--- src/smod_pkg.sv ---
// Purpose: shared constants for stop mode and oscillation stop detection
// Assumes: 20 MHz system clock, Avalon-MM register access
// Notes:   byte addresses, one 32-bit word per register
package smod_pkg;
	localparam int unsigned CLK_HZ          = 20000000;
	localparam logic [3:0]  ADDR_CTRL       = 4'h0;
	localparam logic [3:0]  ADDR_OSCDET     = 4'h4;
	localparam logic [3:0]  ADDR_WAKE       = 4'h8;
	localparam logic [3:0]  ADDR_STATUS     = 4'hC;
	// control register bit positions
	localparam int          B_ALLSTOP       = 0;
	localparam int          B_DIV8          = 1;
	localparam int          B_DIVLO         = 2;
	localparam int          B_DIVHI         = 3;
	localparam int          B_OVERRIDE      = 4;
	localparam int          B_XPINFN        = 5;
	localparam int          B_LSSTOP        = 6;
	localparam int          B_UNLOCK        = 7;
	localparam int          B_HSON          = 8;
	localparam int          B_HSSEL         = 9;
	// oscillation detect register bit positions
	localparam int          B_ENLO          = 0;
	localparam int          B_ENHI          = 1;
	localparam int          B_FALLBACK      = 2;
	localparam int          B_STOPPED       = 3;
	localparam logic [9:0]  CTRL_RST        = 10'h048;
	localparam logic [3:0]  OSCDET_RST      = 4'h0;
	localparam logic [1:0]  DET_ON          = 2'h3;
	localparam int          WAKE_SRCS       = 8;
	// detection window measured in low-speed oscillator ticks
	localparam logic [7:0]  DET_WINDOW      = 8'h08;
	typedef enum logic [1:0] {SMOD_RUN, SMOD_STOP, SMOD_WAKE} smod_state_t;
endpackage

--- src/smod_det_if.sv ---
`timescale 1ns/1ps
// Purpose: carries detector control and result between top and detector
// Assumes: single clock domain
// Notes:   none
interface smod_det_if;
	logic armed;
	logic xtalEdge;
	logic lsTick;
	logic stopSeen;
	modport top (output armed, output xtalEdge, output lsTick, input stopSeen);
	modport det (input armed, input xtalEdge, input lsTick, output stopSeen);
endinterface

--- src/smod_top.sv ---
`timescale 1ns/1ps
// Purpose: stop mode control and main oscillator stop detection
// Assumes: Avalon-MM slave, inputs synchronous to clk_sys
// Notes:   wake requests are level inputs from the peripherals
//
// Overview of operation
// - stop mode halts all oscillators except the watchdog oscillator
// - peripherals on external clocks keep running in stop mode
// - wake sources: key, unfiltered pins, timer, ext-clock serial, usb resume
// - voltage monitors wake only with their filter-disable bit set
// - writing all-clock-stop enters stop and sets divide-by-eight
// - ports hold; crystal drive high or input per pin function bit
// - stop mode ends on reset or enabled peripheral interrupt
// - interrupt sequence runs once request is up and clock restarts
// - after interrupt wake cpu clock is previous clock divided by eight
// - detection runs only with enables 11b and crystal at 2 MHz up
// - crystal stop sets fallback, stopped flag, clears ls stop, interrupts
// - shared vector; source told by stopped flag or enables with fallback
module smod_top
	import smod_pkg::*;
(
	input  wire logic                 clk_sys,
	input  wire logic                 sys_rst,
	input  wire logic                 clkEn,
	input  wire logic [3:0]           avs_address,
	input  wire logic                 avs_read,
	input  wire logic                 avs_write,
	input  wire logic [31:0]          avs_writedata,
	output logic      [31:0]          avs_readdata,
	output logic                      avs_waitrequest,
	input  wire logic                 xtalEdge,
	input  wire logic                 lsTick,
	input  wire logic                 xtalIsCpuSrc,
	input  wire logic [WAKE_SRCS-1:0] wakeReq,
	input  wire logic                 vmon1Req,
	input  wire logic                 vmon2Req,
	input  wire logic                 vmon1FilterDisable,
	input  wire logic                 vmon2FilterDisable,
	input  wire logic                 vmon1DetectFlag,
	input  wire logic                 vmon2DetectFlag,
	input  wire logic                 watchdogUnderflowFlag,
	input  wire logic                 extClockedEn,
	input  wire logic                 portOut,
	output logic                      oscRunEn,
	output logic                      cpuClkEn,
	output logic                      periphClkEn,
	output logic                      extPeriphEn,
	output logic                      portHold,
	output logic                      xtalDriveOut,
	output logic                      xtalDriveOe_n,
	output logic                      intSeqStart,
	output logic                      sharedIrq,
	output logic                      oscStopSrc
);
	smod_state_t state_r;
	logic [9:0]  ctrl_r;
	logic [3:0]  oscDet_r;
	logic [WAKE_SRCS-1:0] wakeEn_r;
	logic        ackPend_r;
	logic        xtalHold_r;
	logic        wakeHit;
	logic        clkWr;
	smod_det_if  detBus();

	smod_osc_det smod_osc_det_inst (
		.clk_sys (clk_sys),
		.sys_rst (sys_rst),
		.clkEn   (clkEn),
		.det     (detBus.det)
	);

	// armed only with both enables set and crystal feeding the cpu
	assign detBus.armed    = (oscDet_r[B_ENHI:B_ENLO] == DET_ON) && xtalIsCpuSrc
		&& state_r == SMOD_RUN;
	assign detBus.xtalEdge = xtalEdge;
	assign detBus.lsTick   = lsTick;

	// wake vector: key, pins, timer, serial, usb resume per wakeEn_r mask
	assign wakeHit = |(wakeReq & wakeEn_r)
		|| (vmon1Req && vmon1FilterDisable)
		|| (vmon2Req && vmon2FilterDisable);

	// one-cycle answer; a frozen clock enable also holds the bus
	assign avs_waitrequest = (avs_read || avs_write) && !(ackPend_r && clkEn);
	assign clkWr = avs_write && ackPend_r && clkEn;

	always_ff @(posedge clk_sys)
	begin
		if (sys_rst)
			ackPend_r <= 1'b0;
		else if (clkEn)
			ackPend_r <= (avs_read || avs_write) && !ackPend_r;
	end

	always_ff @(posedge clk_sys)
	begin
		if (sys_rst)
			avs_readdata <= 32'h0000_0000;
		else if (clkEn && avs_read && !ackPend_r)
		begin
			unique case (avs_address)
				ADDR_CTRL:   avs_readdata <= {22'h000000, ctrl_r};
				ADDR_OSCDET: avs_readdata <= {28'h0000000, oscDet_r};
				ADDR_WAKE:   avs_readdata <= {24'h000000, wakeEn_r};
				ADDR_STATUS: avs_readdata <= {27'h0000000, watchdogUnderflowFlag,
					vmon2DetectFlag, vmon1DetectFlag, oscStopSrc, state_r == SMOD_STOP};
				default:     avs_readdata <= 32'h0000_0000;
			endcase
		end
	end

	// control register; the unlock bit itself is always writable
	always_ff @(posedge clk_sys)
	begin
		if (sys_rst)
			ctrl_r <= CTRL_RST;
		else if (clkEn)
		begin
			if (clkWr && avs_address == ADDR_CTRL)
			begin
				if (ctrl_r[B_UNLOCK])
				begin
					ctrl_r <= avs_writedata[9:0];
					if (avs_writedata[B_ALLSTOP])
						ctrl_r[B_DIV8] <= 1'b1;
				end
				else
					ctrl_r[B_UNLOCK] <= avs_writedata[B_UNLOCK];
			end
			else if (state_r == SMOD_STOP && wakeHit)
			begin
				ctrl_r[B_ALLSTOP] <= 1'b0;
				ctrl_r[B_DIV8]    <= 1'b1;
			end
			if (detBus.stopSeen)
				ctrl_r[B_LSSTOP] <= 1'b0;
		end
	end

	// detect register; hardware set wins over a software write
	always_ff @(posedge clk_sys)
	begin
		if (sys_rst)
			oscDet_r <= OSCDET_RST;
		else if (clkEn)
		begin
			if (clkWr && avs_address == ADDR_OSCDET && ctrl_r[B_UNLOCK])
				oscDet_r <= avs_writedata[3:0];
			if (detBus.stopSeen)
			begin
				oscDet_r[B_FALLBACK] <= 1'b1;
				oscDet_r[B_STOPPED]  <= 1'b1;
			end
		end
	end

	always_ff @(posedge clk_sys)
	begin
		if (sys_rst)
			wakeEn_r <= '0;
		else if (clkEn && clkWr && avs_address == ADDR_WAKE)
			wakeEn_r <= avs_writedata[WAKE_SRCS-1:0];
	end

	// power state machine
	always_ff @(posedge clk_sys)
	begin
		if (sys_rst)
			state_r <= SMOD_RUN;
		else if (clkEn)
		begin
			unique case (state_r)
				SMOD_RUN:
					if (clkWr && avs_address == ADDR_CTRL && ctrl_r[B_UNLOCK]
						&& avs_writedata[B_ALLSTOP])
						state_r <= SMOD_STOP;
				SMOD_STOP:
					if (wakeHit)
						state_r <= SMOD_WAKE;
				SMOD_WAKE:
					state_r <= SMOD_RUN;
				default:
					state_r <= SMOD_RUN;
			endcase
		end
	end

	// crystal pin level caught at entry so the hold ignores later changes
	always_ff @(posedge clk_sys)
	begin
		if (sys_rst)
			xtalHold_r <= 1'b0;
		else if (clkEn && state_r == SMOD_RUN)
			xtalHold_r <= portOut;
	end

	assign oscRunEn     = state_r != SMOD_STOP;
	assign cpuClkEn     = state_r != SMOD_STOP;
	assign periphClkEn  = state_r != SMOD_STOP;
	assign extPeriphEn  = extClockedEn;
	assign portHold     = state_r == SMOD_STOP;
	assign intSeqStart  = state_r == SMOD_WAKE;

	// crystal pin in stop: held high when in oscillator role, else released as input; outside stop drives xtalHold_r
	always_comb
	begin
		if (state_r == SMOD_STOP)
		begin
			xtalDriveOut  = ctrl_r[B_XPINFN];
			xtalDriveOe_n = !ctrl_r[B_XPINFN];
		end
		else
		begin
			xtalDriveOut  = xtalHold_r;
			xtalDriveOe_n = 1'b0;
		end
	end

	// shared vector source decode
	assign oscStopSrc = oscDet_r[B_STOPPED]
		|| (oscDet_r[B_ENHI:B_ENLO] == DET_ON && oscDet_r[B_FALLBACK]);
	assign sharedIrq  = (oscStopSrc && oscDet_r[B_ENHI:B_ENLO] == DET_ON)
		|| watchdogUnderflowFlag || vmon1DetectFlag || vmon2DetectFlag;

	a_stop_entry: assert property (@(posedge clk_sys) disable iff (sys_rst)
		clkEn && state_r == SMOD_RUN && clkWr && avs_address == ADDR_CTRL
		&& ctrl_r[B_UNLOCK] && avs_writedata[B_ALLSTOP]
		|=> state_r == SMOD_STOP && ctrl_r[B_DIV8])
		else $error("stop entry did not set divide-by-eight");
	a_clocks_halted: assert property (@(posedge clk_sys) disable iff (sys_rst)
		clkEn && state_r == SMOD_STOP && !wakeHit |=> !cpuClkEn && !oscRunEn && !periphClkEn)
		else $error("clock running in stop mode");
	a_locked_write: assert property (@(posedge clk_sys) disable iff (sys_rst)
		clkEn && clkWr && avs_address == ADDR_OSCDET && !ctrl_r[B_UNLOCK]
		&& !detBus.stopSeen |=> $stable(oscDet_r))
		else $error("locked write changed detect register");
	a_wake_path: assert property (@(posedge clk_sys) disable iff (sys_rst)
		clkEn && state_r == SMOD_STOP && wakeHit |=> intSeqStart)
		else $error("wake did not start interrupt sequence");
	a_wake_div8: assert property (@(posedge clk_sys) disable iff (sys_rst)
		state_r == SMOD_WAKE |-> ctrl_r[B_DIV8] && !ctrl_r[B_ALLSTOP])
		else $error("wake clock not divided by eight");
	a_vmon_filter: assert property (@(posedge clk_sys) disable iff (sys_rst)
		clkEn && state_r == SMOD_STOP && !(|(wakeReq & wakeEn_r))
		&& !vmon1FilterDisable && !vmon2FilterDisable |=> state_r == SMOD_STOP)
		else $error("filtered monitor woke the device");
	a_xtal_hold: assert property (@(posedge clk_sys) disable iff (sys_rst)
		state_r == SMOD_STOP && ctrl_r[B_XPINFN] |-> xtalDriveOut && !xtalDriveOe_n)
		else $error("crystal drive not held high");
	a_detect_flags: assert property (@(posedge clk_sys) disable iff (sys_rst)
		clkEn && detBus.stopSeen |=> oscDet_r[B_STOPPED] && oscDet_r[B_FALLBACK]
		&& !ctrl_r[B_LSSTOP] && sharedIrq)
		else $error("oscillator stop not flagged");
	a_detect_armed: assert property (@(posedge clk_sys) disable iff (sys_rst)
		detBus.stopSeen |-> oscDet_r[B_ENHI:B_ENLO] == DET_ON)
		else $error("detection outside enabled setting");

	c_stop_wake: cover property (@(posedge clk_sys) disable iff (sys_rst)
		state_r == SMOD_STOP ##[1:20] state_r == SMOD_WAKE);
	c_osc_stop: cover property (@(posedge clk_sys) disable iff (sys_rst)
		detBus.stopSeen);
	c_locked: cover property (@(posedge clk_sys) disable iff (sys_rst)
		clkWr && !ctrl_r[B_UNLOCK]);
endmodule

--- src/smod_osc_det.sv ---
`timescale 1ns/1ps
// Purpose: watches the main crystal for missing edges
// Assumes: edge and tick inputs are one-cycle pulses
// Notes:   window counted in low-speed oscillator ticks
module smod_osc_det
	import smod_pkg::*;
(
	input  wire logic   clk_sys,
	input  wire logic   sys_rst,
	input  wire logic   clkEn,
	smod_det_if.det     det
);
	logic [7:0] tickCnt_r;

	always_ff @(posedge clk_sys)
	begin
		if (sys_rst)
			tickCnt_r <= 8'h00;
		else if (clkEn)
		begin
			if (!det.armed || det.xtalEdge)
				tickCnt_r <= 8'h00;
			else if (det.lsTick && tickCnt_r != DET_WINDOW)
				tickCnt_r <= tickCnt_r + 8'h01;
		end
	end

	// pulse only on reaching the window edge
	assign det.stopSeen = det.armed && det.lsTick && !det.xtalEdge
		&& (tickCnt_r == DET_WINDOW - 8'h01);

	a_det_window: assert property (@(posedge clk_sys) disable iff (sys_rst)
		clkEn && det.armed && det.xtalEdge |=> tickCnt_r == 8'h00)
		else $error("crystal edge did not restart the window");
endmodule

--- config.mk ---
export PLATFORM = sky130hd
export DESIGN_NAME = smod_top
export DESIGN_NICKNAME = d
export VERILOG_FILES = /design/src/smod_pkg.sv /design/src/smod_det_if.sv /design/src/smod_top.sv /design/src/smod_osc_det.sv
export SDC_FILE = /design/constraint.sdc
export NUM_CORES = 1
export LEC_CHECK = 0
export BUFFER_PORTS_ARGS = -buffer_cell sky130_fd_sc_hd__buf_4
export CAP_MARGIN = 0
export CORE_AREA = 2 2 80 82
export DETAILED_ROUTE_END_ITERATION = 6
export DIE_AREA = 0 0 82 84
export PLACE_DENSITY_LB_ADDON = 0.15
export SKIP_LAST_GASP = 1
export SYNTH_ARGS = -nofsm -noshare
export SYNTH_HDL_FRONTEND = slang
export SYNTH_HIERARCHICAL = 1
export SYNTH_SLANG_ARGS = --single-unit
--- constraint.sdc ---
create_clock -name clk_sys -period 1.85 [get_ports clk_sys]
set_clock_uncertainty 0.1 [all_clocks]
set_input_delay 0.2775 -clock clk_sys [delete_from_list [all_inputs] [get_ports clk_sys]]
set_output_delay 0.2775 -clock clk_sys [all_outputs]
set_load 0.03 [all_outputs]
# After elaboration in Yosys (flattened, before gate mapping)
# Index checks and enable logic that the tools add are counted.
op_classes:
  n_addsub: 1
  n_eq_ne: 12
  mux: 16
  n_bitwise: 1
  n_reduce_logical: 55
op_table:
  columns: ["operator", "n"]
  rows:
  - ["$pmux W10 S4", 1]
  - ["$logic_and A1 B1 Y1", 26]
  - ["$mux W8", 2]
  - ["$reduce_and A3 Y1", 4]
  - ["$mux W2", 5]
  - ["$reduce_bool A2 Y1", 5]
  - ["$add A8 B1 Y8 const B", 1]
  - ["$and A8 B8 Y8", 1]
  - ["$eq A4 B4 Y1 const B", 2]
  - ["$eq A8 B3 Y1 const B", 1]
  - ["$logic_or A1 B1 Y1", 8]
  - ["$ne A8 B4 Y1 const B", 1]
  - ["$reduce_and A2 Y1", 4]
  - ["$reduce_or A8 Y1", 1]
  - ["$mux W7", 1]
  - ["$ne A2 B1 Y1 const B", 3]
  - ["$logic_not A1 Y1", 5]
  - ["$mux W5", 1]
  - ["$eq A2 B2 Y1 const B", 2]
  - ["$eq A4 B3 Y1 const B", 1]
  - ["$logic_not A4 Y1", 1]
  - ["$mux W1", 4]
  - ["$mux W4", 1]
  - ["$pmux W2 S2", 1]
  - ["other kinds (3)", 3]
word_totals:
  reg_bits: 66
  inputBits: 61
  out_inout_bits: 43
  wordCells: 97

# Depth between registers and ports, before layout
# Gate-level depths: netlist of the first run.
depth:
  word_depth: 8
  depth_mapped: 7

# Modules after synthesis
# The synthesis of the first run kept the hierarchy.
modules_own_cells:
  columns: ["mod", "instances", "cells_each", "area_per_inst_um2", "seq_area_each_um2"]
  rows:
  - ["smod_top", 1, 215, 1870.5, 720.7]
  - ["smod_osc_det", 1, 60, 475.5, 160.2]

# Least setup slack after synthesis of the first run
# OpenSTA, ideal clock, no wires.
synth_path:
  path_type: "reg-to-output"
  from: "reg state_r[0]"
  to: "out xtalDriveOe_n"
  arrival_time_ns: 1.855
  required_time_ns: 1.472
  slack_ns: -0.383
  stages_incl_launch_ff: 4
  path_buffers: 0
  cell_sequence: "dfxtp_1 nor2b_1 inv_1 nor2_1"
synth_between:
  elab_chain_cells: 2
synth_lines:
  columns: ["element", "line_no", "text"]
  rows:
  - ["start: declaration", "smod_top.sv:55", "smod_state_t state_r;"]
  - ["start signal: assignment", "smod_top.sv:169", "state_r <= SMOD_RUN;"]
  - ["start signal: assignment", "smod_top.sv:176", "state_r <= SMOD_STOP;"]
  - ["start signal: assignment", "smod_top.sv:179", "state_r <= SMOD_WAKE;"]
  - ["$eq A2 B1 Y1", null, null]
  - ["named net portHold", "smod_top.sv:48", "output logic portHold,"]
  - ["$mux W1", "smod_top.sv:207", "if (state_r == SMOD_STOP)"]
  - ["end: declaration", "smod_top.sv:50", "output logic xtalDriveOe_n,"]
# The timed path passes the listed nets, and every way through them passes these cells.

# Final worst setup path of the first run
layout_path:
  from: "reg smod_osc_det_inst.tickCnt_r[4]"
  to: "reg ctrl_r[6]"
layout_between:
  elab_chain_cells: 4
  word_cells_on_any_way: 6
layout_lines:
  columns: ["element", "line_no", "text"]
  rows:
  - ["start: declaration", "smod_osc_det.sv:13", "logic [7:0] tickCnt_r;"]
  - ["start signal: assignment", "smod_osc_det.sv:24", "tickCnt_r <= tickCnt_r + 8'h01;"]
  - ["$eq A8 B3 Y1 *", "smod_osc_det.sv:30", "&& (tickCnt_r == DET_WINDOW - 8'h01);"]
  - ["$logic_and A1 B1 Y1 *", "smod_osc_det.sv:30", null]
  - ["named net detBus.stopSeen", "smod_det_if.sv:9", "logic stopSeen;"]
  - ["$reduce_bool A2 Y1 (no source line)", null, null]
  - ["$reduce_and A3 Y1 (no source line)", null, null]
  - ["end signal: assignment", "smod_top.sv:123", "ctrl_r <= avs_writedata[9:0];"]
  - ["end signal: indexed assignment", "smod_top.sv:128", "ctrl_r[B_UNLOCK] <= avs_writedata[B_UNLOCK];"]
  - ["end: declaration", "smod_top.sv:56", "logic [9:0] ctrl_r;"]
# Mark *: on every way through the listed nets, which the timed path passes. The rest lies on a longest branch.
# A chain may end at the register's enable or synchronous reset.

==> results.yml, run 1 <==
drt:
  first_iter_violations: 109
  drc: 0
  drt-wirelength-per-cell_um: 14.1
  via_per_inst: 5.08
  antenna_left: 0
  vias: 2102
  wirelength_mm: 5.82
  drt_first_pass_iters: 4
setup_path:
  cpMaxStageDelayCell: "or4_4"
  arrival_ns: 1.79
  r2r-start: "smod_osc_det_inst/tickCnt_r[4]$_SDFFE_PP0P_"
  cp.buffers_inverters: 0
  critPathTopFamily: "simple AND/OR/NAND/NOR gates"
  cp-startpoint: "smod_osc_det_inst/tickCnt_r[4]$_SDFFE_PP0P_"
  crit_chain: "or4_4 > nor4_1 > nand2_1 > a21o_1"
  startpoint_type: "register"
  worstSetupEndpointType: "register"
  ff2ff_path_depth: 4
  worstPathMaxFanout: 3
  worstPathRequired_ns: 1.94
  rr_endpoint: "ctrl_r[6]$_SDFFE_PP1P_"
  worst-path-stages: 4
  slowest_delay_ns: 0.55
  r2r_slack_ns: 0.14
  critPathCapture: "ctrl_r[6]$_SDFFE_PP1P_"
  critical_path_class: "register to register"
yosys:
  synth_edf_count: 0
  synthArstFlopShare: 0
  synth_cell_types: 51
  syn-mean-instance-area_um2: 8.53
  ys_seq_area_frac: 0.375
  synthCells: 275
  syn_area_mm2: 0.00235
  synth_flop_cell: "dfxtp_1"
  synth_seq_cells: 44
  yosysWarnings: 6
min_path:
  hold_start: "avs_writedata[8]"
  worstHoldPathType: "input port to register"
cts:
  worst_setup_hold_path_clk_slew_ns: 0.08
  cts_buffer_depth: 2
  cts-htree-levels: 2
  clk_latency_ns: 0.29
  cts-buffers-inserted: 5
  cts_hold_buf: 0
  cts_root_buf: "clkbuf_8"
  cts_tree: "done"
  cts.sinks: 44
finish:
  nets: 402
  final_cell_mix: "buf_4, dfxtp_1, nand2_1, nor2_1, conb_1"
  syn_to_final_growth_pct: 23.5
  final_common_cell: "buf_4"
  antenna_cells: 0
  final_layout_size_suffix_gt1_frac: 0.288
timing:
  hold_violations: 0
  timing.fmax_ghz: 0.585
  fin_hold_ws_ns: 0.122
  setup_viol: 0
  fin_crit_sh: 0.924
  period_minus_slack_ns: 1.71
  drv_slew: 0
placed_design:
  port_buffers: 57
  routabilityCongestion: 0.833
  hpwl_mm: 4.37
grt:
  grt_max_degree: 46
  globalRouteOverflowTotal: 0
  antenna_found_initial: 0
  track_usage: 0.174
  grt_pass1_vias: 1937
  grt_pass1_wl_mm: 9.27
power_and_ir_drop:
  vdd_drop_max_mv: 0.449
  power_mw: 1.73
  p_leak_nw: 1.16
  power_density_mw_per_mm2: 598
floorplan:
  core_mm2: 0.00610
  die_h_um: 84
  die-area_mm2: 0.00689
  io_pins: 104
  rows: 29
  start_util: 0.385
  die_width_um: 82
run_status:
  status: "finished clean"
flow_run:
  max_cap_viol_count: 0
==> final cells by class <==
class,instances,area [µm²]
Clock buffer,5,68.8
Fill cell,610,3200
Inverter,6,22.5
Multi-Input combinational cell,210,1290
Sequential cell,44,881
Tap cell,77,96.3
Timing Repair Buffer,72,541
==> how the worst min path moves through the flow <==
stage,end,slack (ns),cells past startpoint
final,ctrl_r[8]$_SDFFE_PP0P_,0.12,3
after global routing,ctrl_r[9]$_SDFFE_PP0P_,0.14,3
after CTS,ctrl_r[8]$_SDFFE_PP0P_,0.12,3
after detailed placement,xtalHold_r$_SDFFE_PP0P_,0.35,2
after global placement,avs_readdata[1]$_SDFFE_PP0P_,0.34,2
after floorplan,smod_osc_det_inst/tickCnt_r[4]$_SDFFE_PP0P_,0.29,1
==> cell families (layout without fill, tap and decap cells) <==
family,count (synthesis),count (layout),share of synthesized area
simple gates,110,110,0.235
compound gates,56,56,0.158
flops,44,44,0.375
mux,20,20,0.104
other cells,1,22,0.00160
buf+inv,42,83,0.115
fa+ha+maj,2,2,0.0107
==> report_power, final <==
group	total [mW]	leakage, nW	switching (mW)	internal, mW
sequential	0.953	0.355	0.00275	0.950
combinational	0.245	0.773	0.154	0.0912
clock	0.535	0.0359	0.291	0.244
==> cell usage after synthesis, drive strengths merged (2+ instances only) <==
master / number / area share
a21oi: 21 / 0.045
a221oi: 2 / 0.010
a22o: 2 / 0.0075
a22oi: 12 / 0.038
a31oi: 2 / 0.0053
and3: 3 / 0.010
buf: 31 / 0.097
clkbuf: 5 / 0.0085
dfxtp: 44 / 0.38
ha: 2 / 0.011
inv: 6 / 0.0096
mux2: 5 / 0.024
mux2i: 12 / 0.051
mux4: 3 / 0.029
nand2: 36 / 0.061
nand2b: 6 / 0.016
nand3: 8 / 0.017
nand3b: 2 / 0.0064
nand4: 6 / 0.016
nor2: 31 / 0.051
nor2b: 4 / 0.011
nor3: 3 / 0.0064
nor4: 3 / 0.014
o21ai: 7 / 0.015
or4: 3 / 0.011
==> registers in the layout, indices dropped and copies added, names as in the netlist <==
name,count
ackPend_r,1
avs_readdata,10
ctrl_r,10
oscDet_r,4
smod_osc_det_inst/tickCnt_r,8
state_r,2
wakeEn_r,8
xtalHold_r,1
==> worst min-delay path, delay by kind of cell <==
kind	cells	cell delay (ns)
muxes	1	0.05
buffers and inverters	1	0.08
and+or+nand+nor	1	0.07
==> repair_timing <==
item                                    CTS  global route
endpoints found under the setup margin    1             7
buffers inserted                          0             2
gates resized for setup                   1             2
hold endpoints to repair                  0             0
==> routing by layer <==
layer  wire (µm)  track usage  vias to the layer above
li1            -            -                     1052
met1        2690        0.228                     1002
met2        2830        0.288                       41
met3         239       0.0314                        7
met4          64       0.0455                        0
met5           0            0                        -
==> stage by stage <==
step | std cells | setup TNS [ns] | setup WS [ns] | instance area, µm² | utilization
3_5_place_dp | 407 | 0 | 0.0761 | 2800 | 0.460
4_1_cts | 412 | 0 | 0.0972 | 2880 | 0.472
3_3_place_gp | 407 | 0 | 0.0957 | 2800 | 0.460
6_report | 414 | 0 | 0.141 | 2900 | 0.475
5_1_grt | 414 | -0.0190 | -0.0190 | 2900 | 0.475
2_1_floorplan | 296 | 0 | 0.0553 | 2430 | -
(Power assumes the default switching activity.)
==> run 2, diff against run 1 <==
--- a/config.mk
+++ b/config.mk
@@ -12,4 +12,5 @@
 export DIE_AREA = 0 0 82 84
 export PLACE_DENSITY_LB_ADDON = 0.15
+export REMOVE_ABC_BUFFERS = 1
 export SKIP_LAST_GASP = 1
 export SYNTH_ARGS = -nofsm -noshare
==> constraint.sdc (replaced) <==
create_clock -name clk_sys -period 1.85 [get_ports clk_sys]
set_clock_uncertainty 0.1 [all_clocks]
set_input_delay 0.185 -clock clk_sys [delete_from_list [all_inputs] [get_ports clk_sys]]
set_output_delay 0.185 -clock clk_sys [all_outputs]
set_load 0.03 [all_outputs]
==> run 2 against run 1 <==
Compared with the run above: wire length down 2.1%; combinational power shrank 3%; die area is the same.
==> results.yml, run 2 (synthesis results as in run 1) <==
run_status:
  status: "finished clean"
finish:
  antenna_cells: 0
  finish.utilization: 0.474
  final_cell_mix: "buf_4, dfxtp_1, nand2_1, nor2_1, conb_1"
  nets: 396
  stdcell_count: 411
  register_area_um2: 881
  multi_input_area_mm2: 0.00128
  fill_cells: 650
  reg_top3: "avs_readdata x10, ctrl_r x10"
  final_layout_size_suffix_gt1_frac: 0.275
  final_common_cell: "buf_4"
  syn_to_final_growth_pct: 23.1
power_and_ir_drop:
  sw_frac_of_total: 0.257
  seq_power_share: 0.493
  power_density_mw_per_mm2: 669
  pwr-share-comb: 0.123
  clkPwrFrac: 0.384
  vdd_drop_max_mv: 0.327
  p_leak_nw: 1.15
  switching_power_uw: 496
  internal_power_mw: 1.44
cts:
  cts_buffer_depth: 2
  cts-htree-levels: 2
  cts.sinks: 44
  worst_setup_hold_path_clk_slew_ns: 0.09
  cts_root_buf: "clkbuf_8"
  cts_setup_buffers: 0
  clk_latency_ns: 0.30
  cts-buffers-inserted: 5
  cts_tree: "done"
grt:
  grt_max_degree: 46
  track_usage: 0.168
  grt_pass1_vias: 1912
  globalRouteOverflowTotal: 0
  antenna_found_initial: 0
  grt_pass1_wl_mm: 9.03
floorplan:
  die_h_um: 84
  io_pins: 104
  core_mm2: 0.00610
  start_util: 0.385
  die-area_mm2: 0.00689
  die_width_um: 82
  rows: 29
setup_path:
  worstSetupEndpointType: "output port"
  cp-startpoint: "state_r[0]$_SDFFE_PP0P_"
  worstPathMaxFanout: 6
  r2r-start: "state_r[1]$_SDFFE_PP0P_"
  cpMaxStageDelayCell: "dfxtp_1"
  startpoint_type: "register"
  path_common_cell: "nand2_1"
  worstPathRequired_ns: 1.56
  critical_path_class: "register to output port"
  arrival_ns: 1.47
  crit_chain: "nor2b_2 > inv_1 > nand2_1 > nand2_1 > buf_4"
  slowest_delay_ns: 0.38
timing:
  rsz0062_at_grt: "yes"
  drv_slew: 0
  timing.fmax_ghz: 0.570
  fin_crit_sh: 0.949
  hold_violations: 0
  period_minus_slack_ns: 1.76
  setup_viol: 0
  setup_tns_ns: 0
  fin_ws_ns: 0.0947
drt:
  drt_first_pass_iters: 4
  wirelength_mm: 5.70
  antenna_left: 0
  via_per_inst: 5.04
  first_iter_violations: 95
  vias: 2072
  drc: 0
  drt-wirelength-per-cell_um: 13.9
placed_design:
  dp_slack_ns: 0.128
  port_buffers: 57
  hpwl_mm: 4.31
  placedCellCount: 403
  routabilityCongestion: 0.851
min_path:
  worstHoldPathType: "input port to register"
  hold_start: "avs_writedata[8]"
flow_run:
  max_cap_viol_count: 0
run 2: changes by cell type in the layout (fill, tap and decap cells not counted):
cell        change
clkinv_2        +1
bufinv_16       +1
nor2_1          +2
nor4_1          -1
nor2b_1         +1
clkinvlp_4      +1
nor2_2          -2
nor2b_4         -1
buf_4           -6
nor4_2          +1
run 2: final timing paths:
path                                                      end  slack, ns  cells past startpoint
setup / recovery                                 xtalDriveOut       0.09                      5
hold / removal                         ctrl_r[8]$_SDFFE_PP0P_       0.02                      3
setup reg to reg  smod_osc_det_inst/tickCnt_r[5]$_SDFFE_PP0P_       0.13                      6
hold reg to reg                       xtalHold_r$_SDFFE_PP0P_       0.36                      2
run 2: what timing repair did:
action                                  CTS  global route
resized for setup                         1             1
hold buffers                              0             0
hold endpoints to repair                  0             0
endpoints found under the setup margin    2             2
run 2: routing by layer:
layer / track usage / part of all wire / wire [µm] / up-vias
met5: 0 / 0 / 0 / -
met4: 0.0455 / 0.011 / 63 / 0
met3: 0.0390 / 0.070 / 401 / 5
met2: 0.268 / 0.47 / 2700 / 69
met1: 0.225 / 0.44 / 2540 / 947
li1: - / - / - / 1051
run 2: power by group through the flow:
stage / registers, mW / clock network [mW] / logic [mW]
2_1_floorplan: 0.977 / 0 / 0.112
3_3_place_gp: 0.975 / 0 / 0.239
3_5_place_dp: 0.975 / 0 / 0.238
4_1_cts: 0.953 / 0.755 / 0.238
5_1_grt: 0.953 / 0.794 / 0.257
6_report: 0.953 / 0.742 / 0.237
run 2: worst max-delay path: cells and delay by family (launching register included):
family        cells  cell delay, ns
buf+inv           2            0.33
flops             1            0.38
simple gates      3            0.47
run 2: area by class of cell:
| type | instances | share of cell area |
|---|---|---|
| tap | 77 | 0.0333 |
| sequential | 44 | 0.305 |
| inverter | 6 | 0.00780 |
| multi-input combinational | 210 | 0.444 |
| clock inverter | 3 | 0.0147 |
| clock buffer | 5 | 0.0238 |
| timing repair buffer | 66 | 0.172 |
run 2: metrics by stage:
stage / power (mW) / hold WS, ns / instance area (µm²)
floorplan: 1.09 / 0.151 / 2180
global placement: 1.21 / 0.270 / 2770
detailed placement: 1.21 / 0.270 / 2770
global route: 2.00 / 0.0344 / 2890
finish: 1.93 / 0.0172 / 2890
CTS: 1.95 / 0.0142 / 2880
